### config.mk
export PLATFORM = sky130hd
export DESIGN_NAME = dstf_framer
export DESIGN_NICKNAME = d
export VERILOG_FILES = /design/src/include/dstf_pkg.sv /design/src/rtl/dstf_framer.sv /design/src/rtl/dstf_addr_dec.sv
export SDC_FILE = /design/constraint.sdc
export NUM_CORES = 1
export LEC_CHECK = 0
export BUFFER_PORTS_ARGS = -buffer_cell sky130_fd_sc_hd__clkbuf_2
export CAP_MARGIN = 5
export CORE_ASPECT_RATIO = 1.5
export CORE_MARGIN = 10
export CORE_UTILIZATION = 30
export DETAILED_ROUTE_END_ITERATION = 10
export SETUP_SLACK_MARGIN = 0.05
export SLEW_MARGIN = 25
export SYNTH_ARGS = -nofsm -noshare
export SYNTH_HDL_FRONTEND = slang
export SYNTH_SLANG_ARGS = --single-unit
### constraint.sdc
create_clock -name clk -period 5.3 [get_ports clk]
set_input_delay 0.265 -clock clk [delete_from_list [all_inputs] [get_ports clk]]
set_output_delay 0.265 -clock clk [all_outputs]
set_load 0.1 [all_outputs]
### src/include/dstf_pkg.sv
// shared constants and types for the serial telegram framer
package dstf_pkg;
	// framing bytes
	localparam logic [7:0] STX_BYTE = 8'h02;
	localparam logic [7:0] LGE_OVERHEAD = 8'h02; // address plus check byte
	localparam logic [7:0] LGE_MIN = 8'h06; // shortest legal length byte
	localparam logic [7:0] PROC_BYTES = 8'h04;
	localparam logic [7:0] PARAM_BYTES = 8'h0c;
	localparam int PARAM_BUF = 12; // bytes held of a data block
	localparam int PCD_POS = 8; // process words in a parameter block
	localparam logic [7:0] BCC_RESET = 8'h00;
	// command nibble values, master to slave
	localparam logic [3:0] CMD_NONE = 4'h0;
	localparam logic [3:0] CMD_READ = 4'h1;
	localparam logic [3:0] CMD_WR_W = 4'h2;
	localparam logic [3:0] CMD_WR_D = 4'h3;
	localparam logic [3:0] CMD_WR_D_NV = 4'hd;
	localparam logic [3:0] CMD_WR_W_NV = 4'he;
	localparam logic [3:0] CMD_TEXT = 4'hf;
	// response nibble values, slave to master
	localparam logic [3:0] RSP_NONE = 4'h0;
	localparam logic [3:0] RSP_WORD = 4'h1;
	localparam logic [3:0] RSP_DWORD = 4'h2;
	localparam logic [3:0] RSP_FAIL = 4'h7;
	localparam logic [3:0] RSP_TEXT = 4'hf;
	// fault report codes for the low value word
	localparam logic [15:0] FLT_NO_PARAM = 16'h0000;
	localparam logic [15:0] FLT_NO_WRITE = 16'h0001;
	localparam logic [15:0] FLT_LIMIT = 16'h0002;
	localparam logic [15:0] FLT_NO_SUBIDX = 16'h0003;
	localparam logic [15:0] FLT_NOT_ARRAY = 16'h0004;
	localparam logic [15:0] FLT_TYPE = 16'h0005;
	localparam logic [15:0] FLT_MODE = 16'h0011;
	localparam logic [15:0] FLT_NO_BUS = 16'h0082;
	localparam logic [15:0] FLT_FACTORY = 16'h0083;
	// index high byte for text access, set by the master
	localparam logic [7:0] TXT_RD = 8'h04;
	localparam logic [7:0] TXT_WR = 8'h05;
	// parameter data type codes; no field of the request or the answer carries them
	localparam logic [7:0] DT_INT16 = 8'h03;
	localparam logic [7:0] DT_INT32 = 8'h04;
	localparam logic [7:0] DT_UINT8 = 8'h05;
	localparam logic [7:0] DT_UINT16 = 8'h06;
	localparam logic [7:0] DT_UINT32 = 8'h07;
	localparam logic [7:0] DT_TEXT = 8'h09;
	localparam logic [7:0] DT_BYTES = 8'h0a;
	localparam logic [7:0] DT_TIME = 8'h0d;
	localparam logic [7:0] DT_BITS = 8'h23;
	// receive and transmit sequencer states
	typedef enum logic [2:0] {RX_IDLE, RX_LEN, RX_ADR, RX_DATA, RX_CHK} dstf_rx_st_t;
	typedef enum logic [1:0] {TX_IDLE, TX_WAIT, TX_SEND} dstf_tx_st_t;
	// decoded parameter request handed to the application
	typedef struct packed {
		logic bcast; // no reply will follow
		logic [3:0] cmd; // command nibble
		logic [11:0] param_number_field; // parameter number
		logic [7:0] idx_hi; // text read or write selector
		logic [7:0] subidx; // low index byte
		logic [31:0] value; // whole-number value
		logic [7:0] txt_len; // text bytes beyond the fixed block
	} dstf_req_t;
	// application answer to a parameter request
	typedef struct packed {
		logic fault; // command cannot be performed
		logic dword; // value is a double word
		logic [15:0] fault_code; // fault report
		logic [31:0] value; // present value
		logic [7:0] txt_len; // text bytes to append
	} dstf_rsp_t;
	// even parity over a character
	function automatic logic dstf_parity(input logic [7:0] b);
		return ^b;
	endfunction : dstf_parity
endpackage : dstf_pkg

### src/rtl/dstf_framer.sv
`timescale 1ns/1ns
`default_nettype none
module dstf_framer (
	input wire logic clk, // 100 MHz clock
	input wire logic rst_n, // synchronous reset, active low
	input wire logic [6:0] node_addr, // own node address
	input wire logic rx_valid, // character received pulse
	input wire logic [7:0] rx_data, // received data bits
	input wire logic rx_par, // received parity bit
	output logic tx_valid, // character to send
	output logic [7:0] tx_data, // data bits to send
	output logic tx_par, // parity bit to send
	input wire logic tx_ready, // character layer takes it
	output logic tx_en, // line driver enable
	output logic req_valid, // parameter request pulse
	output dstf_pkg::dstf_req_t req, // parameter request
	output logic [7:0] rx_txt_data, // received text byte
	output logic rx_txt_valid, // text byte pulse
	input wire logic rsp_valid, // application answer
	input wire dstf_pkg::dstf_rsp_t rsp, // answer contents
	output logic rsp_ready, // answer taken
	input wire logic [7:0] txt_in_data, // text byte to send
	input wire logic txt_in_valid, // text byte offered
	output logic txt_in_ready, // text byte taken
	output logic [15:0] ctrl_word, // control word from master
	output logic [15:0] ref_word, // reference from master
	input wire logic [15:0] status_word, // status word to master
	input wire logic [15:0] out_freq, // present output frequency
	output logic frame_err // pulse on a telegram discarded at its check byte; a bad length byte drops it with no pulse
);
	localparam int IW = 8; // byte counter width

	// receive state
	dstf_pkg::dstf_rx_st_t rx_st_ff, nxt_rx_st; // receive sequencer
	logic [IW-1:0] rx_idx_ff, nxt_rx_idx; // data byte counter
	logic [7:0] rx_cnt_ff, nxt_rx_cnt; // data bytes expected
	logic [7:0] bcc_ff, nxt_bcc; // running check
	logic [7:0] adr_ff, nxt_adr; // address byte as received
	logic err_ff, nxt_err; // parity fault seen
	logic [7:0] buf_ff [dstf_pkg::PARAM_BUF], nxt_buf [dstf_pkg::PARAM_BUF]; // data block
	logic [15:0] ctrl_ff, nxt_ctrl; // control word
	logic [15:0] ref_ff, nxt_ref; // reference
	dstf_pkg::dstf_req_t req_ff, nxt_req; // request held
	logic req_v_ff, nxt_req_v; // request pulse
	logic [7:0] rtxt_ff, nxt_rtxt; // text byte out
	logic rtxt_v_ff, nxt_rtxt_v; // text pulse
	logic ferr_ff, nxt_ferr; // discard pulse
	logic hit; // address concerns us
	logic bcast; // broadcast address
	logic par_ok; // parity of current character
	logic accept; // good telegram ends now
	logic start_proc; // reply at once, process only
	logic start_param; // wait for application

	// transmit state
	dstf_pkg::dstf_tx_st_t tx_st_ff, nxt_tx_st; // transmit sequencer
	logic [7:0] tb_ff [dstf_pkg::PARAM_BUF], nxt_tb [dstf_pkg::PARAM_BUF]; // reply block
	logic [7:0] tcnt_ff, nxt_tcnt; // reply data bytes
	logic [IW-1:0] tk_ff, nxt_tk; // next byte to load
	logic [7:0] tbcc_ff, nxt_tbcc; // reply check
	logic [7:0] td_ff, nxt_td; // byte on offer
	logic tv_ff, nxt_tv; // byte on offer valid
	logic [7:0] tadr_ff, nxt_tadr; // echoed address
	logic [3:0] tcmd_ff, nxt_tcmd; // command being answered
	logic load; // slot free for a new byte
	logic [7:0] byte_k; // byte at position tk
	logic txt_pos; // position holds a text byte

	// picks response nibble from command and answer
	function automatic logic [3:0] rsp_code(input logic [3:0] cmd, input logic fault,
		input logic dword);
		logic [3:0] r;
		r = dstf_pkg::RSP_FAIL;
		case (cmd)
			dstf_pkg::CMD_NONE: r = dstf_pkg::RSP_NONE;
			dstf_pkg::CMD_READ: r = dword ? dstf_pkg::RSP_DWORD : dstf_pkg::RSP_WORD;
			dstf_pkg::CMD_WR_W, dstf_pkg::CMD_WR_W_NV: r = dstf_pkg::RSP_WORD;
			dstf_pkg::CMD_WR_D, dstf_pkg::CMD_WR_D_NV: r = dstf_pkg::RSP_DWORD;
			dstf_pkg::CMD_TEXT: r = dstf_pkg::RSP_TEXT;
			default: r = dstf_pkg::RSP_FAIL;
		endcase
		if (fault)
			r = dstf_pkg::RSP_FAIL;
		return r;
	endfunction : rsp_code

	dstf_addr_dec u_adr (
		.adr_byte(rx_st_ff == dstf_pkg::RX_ADR ? rx_data : adr_ff),
		.node_addr(node_addr),
		.hit(hit),
		.bcast(bcast)
	);

	// receive sequencer, next values
	always_comb
	begin
		nxt_rx_st = rx_st_ff;
		nxt_rx_idx = rx_idx_ff;
		nxt_rx_cnt = rx_cnt_ff;
		nxt_bcc = bcc_ff;
		nxt_adr = adr_ff;
		nxt_err = err_ff;
		nxt_buf = buf_ff;
		nxt_ctrl = ctrl_ff;
		nxt_ref = ref_ff;
		nxt_req = req_ff;
		nxt_req_v = 1'b0;
		nxt_rtxt = rtxt_ff;
		nxt_rtxt_v = 1'b0;
		nxt_ferr = 1'b0;
		accept = 1'b0;
		par_ok = (dstf_pkg::dstf_parity(rx_data) == rx_par);
		if (rx_valid)
		begin
			nxt_bcc = bcc_ff ^ rx_data;
			nxt_err = err_ff || !par_ok;
			case (rx_st_ff)
				dstf_pkg::RX_IDLE:
				begin
					// half duplex: nothing is taken while a reply is pending
					if (rx_data == dstf_pkg::STX_BYTE && tx_st_ff == dstf_pkg::TX_IDLE)
					begin
						nxt_bcc = dstf_pkg::BCC_RESET ^ rx_data;
						nxt_err = !par_ok;
						nxt_rx_st = dstf_pkg::RX_LEN;
					end
				end
				dstf_pkg::RX_LEN:
				begin
					nxt_rx_cnt = rx_data - dstf_pkg::LGE_OVERHEAD;
					// only process or parameter blocks, texts run longer
					if (rx_data == dstf_pkg::LGE_MIN || rx_data >= dstf_pkg::PARAM_BYTES
						+ dstf_pkg::LGE_OVERHEAD)
						nxt_rx_st = dstf_pkg::RX_ADR;
					else
						nxt_rx_st = dstf_pkg::RX_IDLE;
				end
				dstf_pkg::RX_ADR:
				begin
					nxt_adr = rx_data;
					nxt_rx_idx = '0;
					nxt_rx_st = dstf_pkg::RX_DATA;
				end
				dstf_pkg::RX_DATA:
				begin
					if (rx_idx_ff < IW'(dstf_pkg::PARAM_BUF))
						nxt_buf[rx_idx_ff[3:0]] = rx_data;
					else if (hit)
					begin
						nxt_rtxt = rx_data;
						nxt_rtxt_v = 1'b1;
					end
					nxt_rx_idx = rx_idx_ff + 1'b1;
					if (rx_idx_ff == rx_cnt_ff - 1'b1)
						nxt_rx_st = dstf_pkg::RX_CHK;
				end
				dstf_pkg::RX_CHK:
				begin
					nxt_rx_st = dstf_pkg::RX_IDLE;
					// discard on check, parity or address mismatch
					if (!nxt_err && bcc_ff == rx_data && hit)
						accept = 1'b1;
					else
						nxt_ferr = 1'b1;
				end
				default: nxt_rx_st = dstf_pkg::RX_IDLE;
			endcase
		end
		if (accept)
		begin
			if (rx_cnt_ff == dstf_pkg::PROC_BYTES)
			begin
				nxt_ctrl = {buf_ff[0], buf_ff[1]};
				nxt_ref = {buf_ff[2], buf_ff[3]};
			end
			else
			begin
				nxt_ctrl = {buf_ff[dstf_pkg::PCD_POS], buf_ff[dstf_pkg::PCD_POS+1]};
				nxt_ref = {buf_ff[dstf_pkg::PCD_POS+2], buf_ff[dstf_pkg::PCD_POS+3]};
				nxt_req.bcast = bcast;
				nxt_req.cmd = buf_ff[0][7:4];
				nxt_req.param_number_field = {buf_ff[0][3:0], buf_ff[1]};
				nxt_req.idx_hi = buf_ff[2];
				nxt_req.subidx = buf_ff[3];
				nxt_req.value = {buf_ff[4], buf_ff[5], buf_ff[6], buf_ff[7]};
				nxt_req.txt_len = rx_cnt_ff - dstf_pkg::PARAM_BYTES;
				nxt_req_v = 1'b1;
			end
		end
		start_proc = accept && !bcast && rx_cnt_ff == dstf_pkg::PROC_BYTES;
		start_param = accept && !bcast && rx_cnt_ff != dstf_pkg::PROC_BYTES;
	end

	// receive sequencer, registers
	always_ff @(posedge clk)
	begin
		if (!rst_n)
		begin
			rx_st_ff <= dstf_pkg::RX_IDLE;
			rx_idx_ff <= '0;
			rx_cnt_ff <= 8'h00;
			bcc_ff <= dstf_pkg::BCC_RESET;
			adr_ff <= 8'h00;
			err_ff <= 1'b0;
			buf_ff <= '{default: 8'h00};
			ctrl_ff <= 16'h0000;
			ref_ff <= 16'h0000;
			req_ff <= '0;
			req_v_ff <= 1'b0;
			rtxt_ff <= 8'h00;
			rtxt_v_ff <= 1'b0;
			ferr_ff <= 1'b0;
		end
		else
		begin
			rx_st_ff <= nxt_rx_st;
			rx_idx_ff <= nxt_rx_idx;
			rx_cnt_ff <= nxt_rx_cnt;
			bcc_ff <= nxt_bcc;
			adr_ff <= nxt_adr;
			err_ff <= nxt_err;
			buf_ff <= nxt_buf;
			ctrl_ff <= nxt_ctrl;
			ref_ff <= nxt_ref;
			req_ff <= nxt_req;
			req_v_ff <= nxt_req_v;
			rtxt_ff <= nxt_rtxt;
			rtxt_v_ff <= nxt_rtxt_v;
			ferr_ff <= nxt_ferr;
		end
	end

	// transmit sequencer, next values
	always_comb
	begin
		nxt_tx_st = tx_st_ff;
		nxt_tb = tb_ff;
		nxt_tcnt = tcnt_ff;
		nxt_tk = tk_ff;
		nxt_tbcc = tbcc_ff;
		nxt_td = td_ff;
		nxt_tv = tv_ff;
		nxt_tadr = tadr_ff;
		nxt_tcmd = tcmd_ff;
		load = (!tv_ff || tx_ready) && tx_st_ff == dstf_pkg::TX_SEND;
		txt_pos = tk_ff >= IW'(dstf_pkg::PARAM_BUF) + 8'h03 && tk_ff < tcnt_ff + 8'h03;
		byte_k = tbcc_ff;
		if (tk_ff == 8'h00)
			byte_k = dstf_pkg::STX_BYTE;
		else if (tk_ff == 8'h01)
			byte_k = tcnt_ff + dstf_pkg::LGE_OVERHEAD;
		else if (tk_ff == 8'h02)
			byte_k = tadr_ff;
		else if (txt_pos)
			byte_k = txt_in_data;
		else if (tk_ff < tcnt_ff + 8'h03)
			byte_k = tb_ff[4'(tk_ff - 8'h03)];
		txt_in_ready = load && txt_pos;
		rsp_ready = tx_st_ff == dstf_pkg::TX_WAIT;
		if (tv_ff && tx_ready)
			nxt_tv = 1'b0;
		case (tx_st_ff)
			dstf_pkg::TX_IDLE:
			begin
				nxt_tadr = adr_ff;
				nxt_tcmd = nxt_req.cmd;
				nxt_tk = '0;
				nxt_tbcc = dstf_pkg::BCC_RESET;
				if (start_proc)
				begin
					nxt_tb[0] = status_word[15:8];
					nxt_tb[1] = status_word[7:0];
					nxt_tb[2] = out_freq[15:8];
					nxt_tb[3] = out_freq[7:0];
					nxt_tcnt = dstf_pkg::PROC_BYTES;
					nxt_tx_st = dstf_pkg::TX_SEND;
				end
				else if (start_param)
					nxt_tx_st = dstf_pkg::TX_WAIT;
			end
			dstf_pkg::TX_WAIT:
			begin
				if (rsp_valid)
				begin
					nxt_tb[0] = {rsp_code(tcmd_ff, rsp.fault, rsp.dword), req_ff.param_number_field[11:8]};
					nxt_tb[1] = req_ff.param_number_field[7:0];
					nxt_tb[2] = req_ff.idx_hi;
					nxt_tb[3] = req_ff.subidx;
					// fault code sits in the low value word
					{nxt_tb[4], nxt_tb[5], nxt_tb[6], nxt_tb[7]} = rsp.fault ?
						{16'h0000, rsp.fault_code} : rsp.value;
					{nxt_tb[8], nxt_tb[9]} = status_word;
					{nxt_tb[10], nxt_tb[11]} = out_freq;
					nxt_tcnt = dstf_pkg::PARAM_BYTES + (tcmd_ff == dstf_pkg::CMD_TEXT
						? rsp.txt_len : 8'h00);
					nxt_tx_st = dstf_pkg::TX_SEND;
				end
			end
			dstf_pkg::TX_SEND:
			begin
				// a text byte not yet offered stalls the reply
				// nothing more is loaded once the check byte is on offer
				if (load && tk_ff <= tcnt_ff + 8'h03 && (!txt_pos || txt_in_valid))
				begin
					nxt_td = byte_k;
					nxt_tv = 1'b1;
					nxt_tk = tk_ff + 1'b1;
					nxt_tbcc = tbcc_ff ^ byte_k;
				end
				if (tk_ff == tcnt_ff + 8'h04 && (!tv_ff || tx_ready))
					nxt_tx_st = dstf_pkg::TX_IDLE;
			end
			default: nxt_tx_st = dstf_pkg::TX_IDLE;
		endcase
	end

	// transmit sequencer, registers
	always_ff @(posedge clk)
	begin
		if (!rst_n)
		begin
			tx_st_ff <= dstf_pkg::TX_IDLE;
			tb_ff <= '{default: 8'h00};
			tcnt_ff <= 8'h00;
			tk_ff <= '0;
			tbcc_ff <= dstf_pkg::BCC_RESET;
			td_ff <= 8'h00;
			tv_ff <= 1'b0;
			tadr_ff <= 8'h00;
			tcmd_ff <= dstf_pkg::CMD_NONE;
		end
		else
		begin
			tx_st_ff <= nxt_tx_st;
			tb_ff <= nxt_tb;
			tcnt_ff <= nxt_tcnt;
			tk_ff <= nxt_tk;
			tbcc_ff <= nxt_tbcc;
			td_ff <= nxt_td;
			tv_ff <= nxt_tv;
			tadr_ff <= nxt_tadr;
			tcmd_ff <= nxt_tcmd;
		end
	end

	// outputs
	assign tx_valid = tv_ff;
	assign tx_data = td_ff;
	assign tx_par = dstf_pkg::dstf_parity(td_ff);
	assign tx_en = tx_st_ff == dstf_pkg::TX_SEND;
	assign req_valid = req_v_ff;
	assign req = req_ff;
	assign rx_txt_data = rtxt_ff;
	assign rx_txt_valid = rtxt_v_ff;
	assign ctrl_word = ctrl_ff;
	assign ref_word = ref_ff;
	assign frame_err = ferr_ff;
endmodule : dstf_framer
`default_nettype wire

### src/rtl/dstf_addr_dec.sv
`timescale 1ns/1ns
`default_nettype none
// address byte decode for both formats
module dstf_addr_dec (
	input wire logic [7:0] adr_byte, // received address byte
	input wire logic [6:0] node_addr, // own node address
	output logic hit, // telegram concerns this node
	output logic bcast // telegram is a broadcast
);
	logic long_fmt; // long format selected by bit 7
	logic own; // individual match

	// format select and match
	always_comb
	begin
		long_fmt = adr_byte[7];
		if (long_fmt)
		begin
			bcast = (adr_byte[6:0] == 7'h00);
			own = (adr_byte[6:0] == node_addr);
		end
		else
		begin
			bcast = adr_byte[5];
			// bit 6 ignored, node above 31 cannot be reached here
			own = !adr_byte[5] && (node_addr[6:5] == 2'h0)
				&& (adr_byte[4:0] == node_addr[4:0]);
		end
		hit = bcast || (own && node_addr != 7'h00);
	end
endmodule : dstf_addr_dec
`default_nettype wire

-- Word-level counts from Yosys, hierarchy flattened
Index checks and enable logic that the tools add are counted.
Widths: inputs -> output; s select.
- register bits: 391
- input bits: 120
- word-level logic and storage cells: 221
- add/subtract/negate cells: 10
- $lt $le $gt $ge: 8
- equal/unequal tests: 31
- multiplexer cells: 56
- bitwise logic cells: 9
- reduce and logical (&&, ||, !) cells: 56
- operators by type and width (operator ; count):
    $mux 72 ; 2
    $mux 8 ; 16
    $bwmux 96 ; 1
    $mux 96 ; 1
    $mux 32 ; 2
    $pmux 32 s2 ; 1
    $pmux 8 s2 ; 4
    $bmux 8 s4 ; 1
    $demux 8 s4 ; 1
    $mux 16 ; 2
    $eq 8x8->1 ; 3
    $pmux 4 s5 ; 1
    $logic_and 1x1->1 ; 17
    $add 8x1->8 const B ; 2
    $add 8x2->8 const B ; 2
    $eq 8x2->1 const B ; 2
    $eq 8x3->1 const B ; 2
    $ge 8x4->1 const B ; 2
    $reduce_xor 8->1 ; 2
    $xor 8x8->8 ; 2
    $reduce_and 3->1 ; 5
    $reduce_and 2->1 ; 7
    $mux 1 ; 13
    $eq 4x4->1 const B ; 3
    45 further kinds ; 76

-- Logic depth before layout (Yosys ltp)
- depth after elaboration: 17
- mapped depth: 15

-- Modules after synthesis
A second synthesis with hierarchy kept.
- cells, all modules: 2273
- area, all modules: 18071.1 µm²
- by module, submodules not included (module ; times used ; cells each ; area an instance (µm²) ; seq. area each (µm²)):
    dstf_framer ; 1 ; 2252 ; 17917.2 ; 7827.5
    dstf_addr_dec ; 1 ; 21 ; 153.9 ; 0.0

-- Worst setup path before layout
OpenSTA, ideal clock, no wires.
- kind: register to register
- start point: reg tk_ff[0]
- end point: reg tbcc_ff[7]
- setup time: 0.116 ns
- arrival: 3.602 ns
- slack: 1.582 ns
- stages on the path, launching flop included: 15
- path buffers: 5
- clock period less this slack: 3.718 ns
- cell sequence: dfxtp_1 -> clkbuf_1 -> clkbuf_1 -> inv_1 -> ha_1 -> clkbuf_1 -> clkbuf_1 -> buf_1 -> mux4_2 -> mux2i_1 -> o21ai_0 -> o211ai_1 -> a21oi_1 -> a21oi_1 -> a31o_2
- word-level cells in the longest chain between the ends: 13
- ends and longest elaborated chain (element ; RTL line ; RTL):
    start: declaration ; dstf_framer.sv:59 ; logic [IW-1:0] tk_ff, nxt_tk;
    start signal: assignment ; dstf_framer.sv:337 ; tk_ff <= nxt_tk;
    $sub 4x2->4 ; dstf_framer.sv:257 ; byte_k = tb_ff[4'(tk_ff - 8'h03)];
    $not 4->5 (implied by the code) ; dstf_framer.sv:257 ;
    $bmux 8 s4 ; dstf_framer.sv:257 ;
    $mux 8 (implied by the code) (2 in series) ; dstf_framer.sv:257 ;
    $mux 8 ; dstf_framer.sv:256 ; else if (tk_ff < tcnt_ff + 8'h03)
    $mux 8 ; dstf_framer.sv:254 ; else if (txt_pos)
    $mux 8 ; dstf_framer.sv:252 ; else if (tk_ff == 8'h02)
    $mux 8 ; dstf_framer.sv:250 ; else if (tk_ff == 8'h01)
    $mux 8 ; dstf_framer.sv:248 ; if (tk_ff == 8'h00)
    $xor 8x8->8 ; dstf_framer.sv:308 ; nxt_tbcc = tbcc_ff ^ byte_k;
    $mux 8 ; dstf_framer.sv:303 ; if (load && tk_ff <= tcnt_ff + 8'h03 && (!txt_pos || txt_in_valid))
    $pmux 8 s2 ; dstf_framer.sv:262 ; case (tx_st_ff)
    end signal: assignment ; dstf_framer.sv:326 ; tbcc_ff <= dstf_pkg::BCC_RESET;
    end signal: assignment ; dstf_framer.sv:338 ; tbcc_ff <= nxt_tbcc;
    end: declaration ; dstf_framer.sv:60 ; logic [7:0] tbcc_ff, nxt_tbcc;
Several ways; a longest one is shown, not always the timed one. The select of a mux whose other input is x is not followed.
A chain may end at the register's enable or synchronous reset.

-- Worst setup path after layout
- start point: reg tcnt_ff[2]
- end point: reg tk_ff[7]
- word-level cells in the longest chain between the ends: 8
- ends and longest elaborated chain (element ; RTL line ; RTL):
    start: declaration ; dstf_framer.sv:58 ; logic [7:0] tcnt_ff, nxt_tcnt;
    start signal: assignment ; dstf_framer.sv:336 ; tcnt_ff <= nxt_tcnt;
    $add 8x2->8 * ; dstf_framer.sv:246, dstf_framer.sv:303 ;
    $lt 8x8->1 ; dstf_framer.sv:246 ; txt_pos = tk_ff >= IW'(dstf_pkg::PARAM_BUF) + 8'h03 && tk_ff < tcnt_ff + 8'h03;
    $logic_and 1x1->1 ; dstf_framer.sv:246 ;
    $logic_not 1->1 ; dstf_framer.sv:303 ;
    $logic_or 1x1->1 ; dstf_framer.sv:303 ;
    $logic_and 1x1->1 * ; dstf_framer.sv:303 ;
    $ne 2x1->1 (no source line) * ; - ;
    $reduce_and 2->1 (no source line) * ; - ;
Every way passes the cells marked *; elsewhere a longest branch is shown, timed or not.

==> impl_metrics.yaml <==
run_status:
  status: "complete, no violations"
route:
  drtIter0Drc: 1028
  dr_total_vias: 16237
  wirelength_met1_mm: 26.3
  vias_per_cell: 5.12
  top_layer: "met4"
  wl_met2_mm: 32.5
  dr_wl_met3_mm: 3.07
  routedWlPerCell_um: 20.4
  routed_wl_mm: 64.7
  drtAntennaViolNets: 0
  remaining_drc_errors: 0
  dr.pass1.iters: 7
clock_network:
  cts_buffer_depth: 3
  path_clk_slew_ps: 60
  cts_tree: "done"
  worstSkewPairLatency_ps: 580
  cts_sinks: 391
  post_cts_buffers: 0
  cts_buffers: 43
  clockRootBuffer: "clkbuf_16"
  cts_max_level: 2
logic_synthesis:
  ys.flop_type: "dfxtp_1"
  synth_seq_cells: 391
  yosysMostFrequentCell: "dfxtp_1"
  yosys_warnings: 0
  yosysTopAreaCell: "dfxtp_1"
  synth_edf_count: 0
  avgSynthCellArea_um2: 8.50
  yosys-top-cells-count: "dfxtp_1 (391), nand2_1 (338), a21oi_1 (234), nor2_1 (205)"
  synth_area_um2: 18300
  synthDistinctLibCells: 72
  synthesis.nets: 2304
  yosysSeqAreaShare_pct: 42.9
  synthTopCellsByArea: "dfxtp_1 (43%), mux2i_1 (7.7%), nand2_1 (7.0%)"
  synth.top_cell.area_share_pct: 42.9
  syn_inst: 2148
  synth-async-reset-ratio_pct: 0
sta:
  setup_slack_ps: 1210
  tightest_slew_ps: 933
  fmax_mhz: 245
  hold_viol_final: 0
  rsz0062_at_grt: "false"
  slew_viol_final: 0
  setup_viol: 0
  skew_ps: 25.4
  period_share_pct: 77.1
  timing.final.crit_period_ps: 4090
  timing.setup.tns_ps: 0
  relSlewSlack_pct: 37.2
setup_path:
  worst-path-stages: 14
  cpPeakStageDelay_ps: 600
  r2r_setup_slack_ps: 1210
  critical_path_arrival_ps: 4520
  rr_worst_depth: 14
  crit_type: "reg2reg"
  critPathMaxFanout: 19
  start_kind: "flip-flop"
  cp.buffers_inverters: 0
  cp.required_ps: 5740
  slowest_stage: "a2111oi_1"
  crit_end: "tk_ff[7]"
  critical_path.startpoint: "tcnt_ff[2]"
  worst_setup_path_end_kind: "flip-flop"
  r2r_end: "tk_ff[7]"
  critical-path-top-delay-family: "simple AND/OR/NAND/NOR gates"
  crit_chain: "ha_1 > and2_1 > nand2_1 > nor2_1 > xnor2_1 > ha_1 > a21o_1 > a21o_1 > a21o_1 > or4b_1 > and2_1 > a2111oi_1 > xnor2_1 > nor2_1"
  cpMostUsedCell: "a21o_1"
  reg2reg_from: "tcnt_ff[2]"
global_routing:
  antenna_found_initial: 2
  gr-total-overflow: 0
  grt_start_max_net_pins: 166
  grt_pass1_vias: 16250
  grt_pass1_wl_mm: 98.5
  track_usage_pct: 17.4
die:
  core_um2: 60100
  start_util_pct: 30.3
  die_w_um: 221
  design.die.area_um2: 71300
  io_pins: 249
  rows: 110
  die_h_um: 322
power_and_ir_drop:
  p_comb_share_pct: 6.0
  clkPwrFrac_pct: 47.7
  switching_power_w: 0.00153
  vdd_drop_max_uv: 237
  sw_frac_of_total_pct: 23.7
  p_per_area_nw_per_um2: 291
  intPower_w: 0.00490
  leakagePower_nw: 8.49
  seq_power_share_pct: 46.3
final_layout:
  multiInputGateArea_um2: 9670
  fillers: 6079
  nets: 2510
  drive_gt1_share_pct: 16.8
  ff_latch_area_um2: 7830
  areaGrowthSynthToFinish_pct: 21.1
place:
  dp_slack_ps: 1130
  io_buffers: 248
  routabilityCongestion: 0.891
  hpwl_mm: 46.4
worst_hold_path:
  hold_path.class: "in2reg"
job:
  maxCapViolations: 0
[cell usage in the layout (no fill, tap or decap), types with 18 or more instances in the layout]
cell type / count
buf_4: 30
dfxtp_1: 390
mux4_2: 22
o21ai_0: 35
a21oi_1: 234
dlygate4sd3_1: 54
nor3_1: 21
o211a_1: 32
clkbuf_16: 43
xor2_1: 33
inv_1: 22
mux2i_1: 141
clkbuf_2: 248
nand3_1: 136
a211oi_1: 64
nand3b_1: 18
nand2_1: 337
ha_1: 33
xnor2_1: 52
nor2_1: 205
and3_1: 42
[power by group through the flow]
stage / Clock, W / Sequential (W) / Combinational [W]
after detailed placement: 0 / 0.00304 / 0.000352
after global placement: 0 / 0.00304 / 0.000346
after CTS: 0.00315 / 0.00297 / 0.000387
final: 0.00306 / 0.00297 / 0.000386
after floorplan: 0 / 0.00303 / 0.000221
after global routing: 0.00325 / 0.00298 / 0.000421
[worst min path at each step]
stage	cells after the start	slack, ps	start	endpoint
after CTS	3	2	rsp[42]	tb_ff[34]
after global placement	2	440	tb_ff[49]	tb_ff[49]
after global routing	3	30	rsp[42]	tb_ff[34]
final	3	30	rsp[42]	tb_ff[34]
after floorplan	2	400	rsp[0]	tcnt_ff[0]
after detailed placement	2	440	tb_ff[2]	tb_ff[2]
[logic make-up after synthesis]
kind of cell | share of synthesized area, %
AO/OA/AOI/OAI | 14.3
XOR/XNOR | 4.25
adder cells (fa/ha/maj) | 2.47
buffers and inverters | 4.49
flip-flops | 42.9
multiplexers | 10.7
AND/OR/NAND/NOR | 20.9
[layer usage]
| metal | GRT usage, % | vias to the layer above |
|---|---|---|
| met4 | 8.18 | 0 |
| li1 | - | 7895 |
| met5 | 0 | - |
| met1 | 19.6 | 7769 |
| met2 | 31.1 | 441 |
| met3 | 3.30 | 132 |
[metrics by stage]
| stage | hold slack [ps] | util, % | instances | area [µm²] | power [W] |
|---|---|---|---|---|---|
| 5_1_grt | 27.9 | 36.7 | 3169 | 22100 | 0.00664 |
| 3_5_place_dp | 445 | 33.4 | 3039 | 20100 | 0.00339 |
| 4_1_cts | 2.35 | 36.7 | 3167 | 22100 | 0.00651 |
| 2_1_floorplan | 397 | - | 2148 | 18300 | 0.00325 |
| 3_3_place_gp | 438 | 33.4 | 3039 | 20100 | 0.00339 |
| 6_report | 34.2 | 36.7 | 3169 | 22100 | 0.00642 |
[final cells by class]
class	instances	share of cell area (%)
Multi-Input combinational cell	1557	43.8
Sequential cell	391	35.4
Timing Repair Buffer	336	9.44
Clock buffer	59	5.64
Tap cell	784	4.44
Clock inverter	15	0.810
Inverter	25	0.459
Antenna cell	2	0.0226
[what timing repair did]
item | in CTS | in global routing
resized for setup | 0 | 0
hold buffers | 54 | 0
endpoints found under the setup margin | 0 | 0
endpoints found under the hold margin | 57 | 0
[tightest hold or removal path, cell delays in order]
cell and delay (ps):
clkbuf_2 80, mux2i_1 130, a211oi_1 80
[sequential cells by signal (all words and copies together) (netlist names), 2 cells and up]
register,cells
rx_txt_data,8
adr_ff,8
tcnt_ff,8
rx_cnt_ff,8
buf_ff,96
rx_st_ff,3
ref_word,16
tk_ff,8
ctrl_word,16
tb_ff,96
tadr_ff,8
tx_st_ff,2
req,73
bcc_ff,8
tbcc_ff,8
rx_idx_ff,8
tx_data,8
tcmd_ff,4
Power figures use the tool's default switching activity.
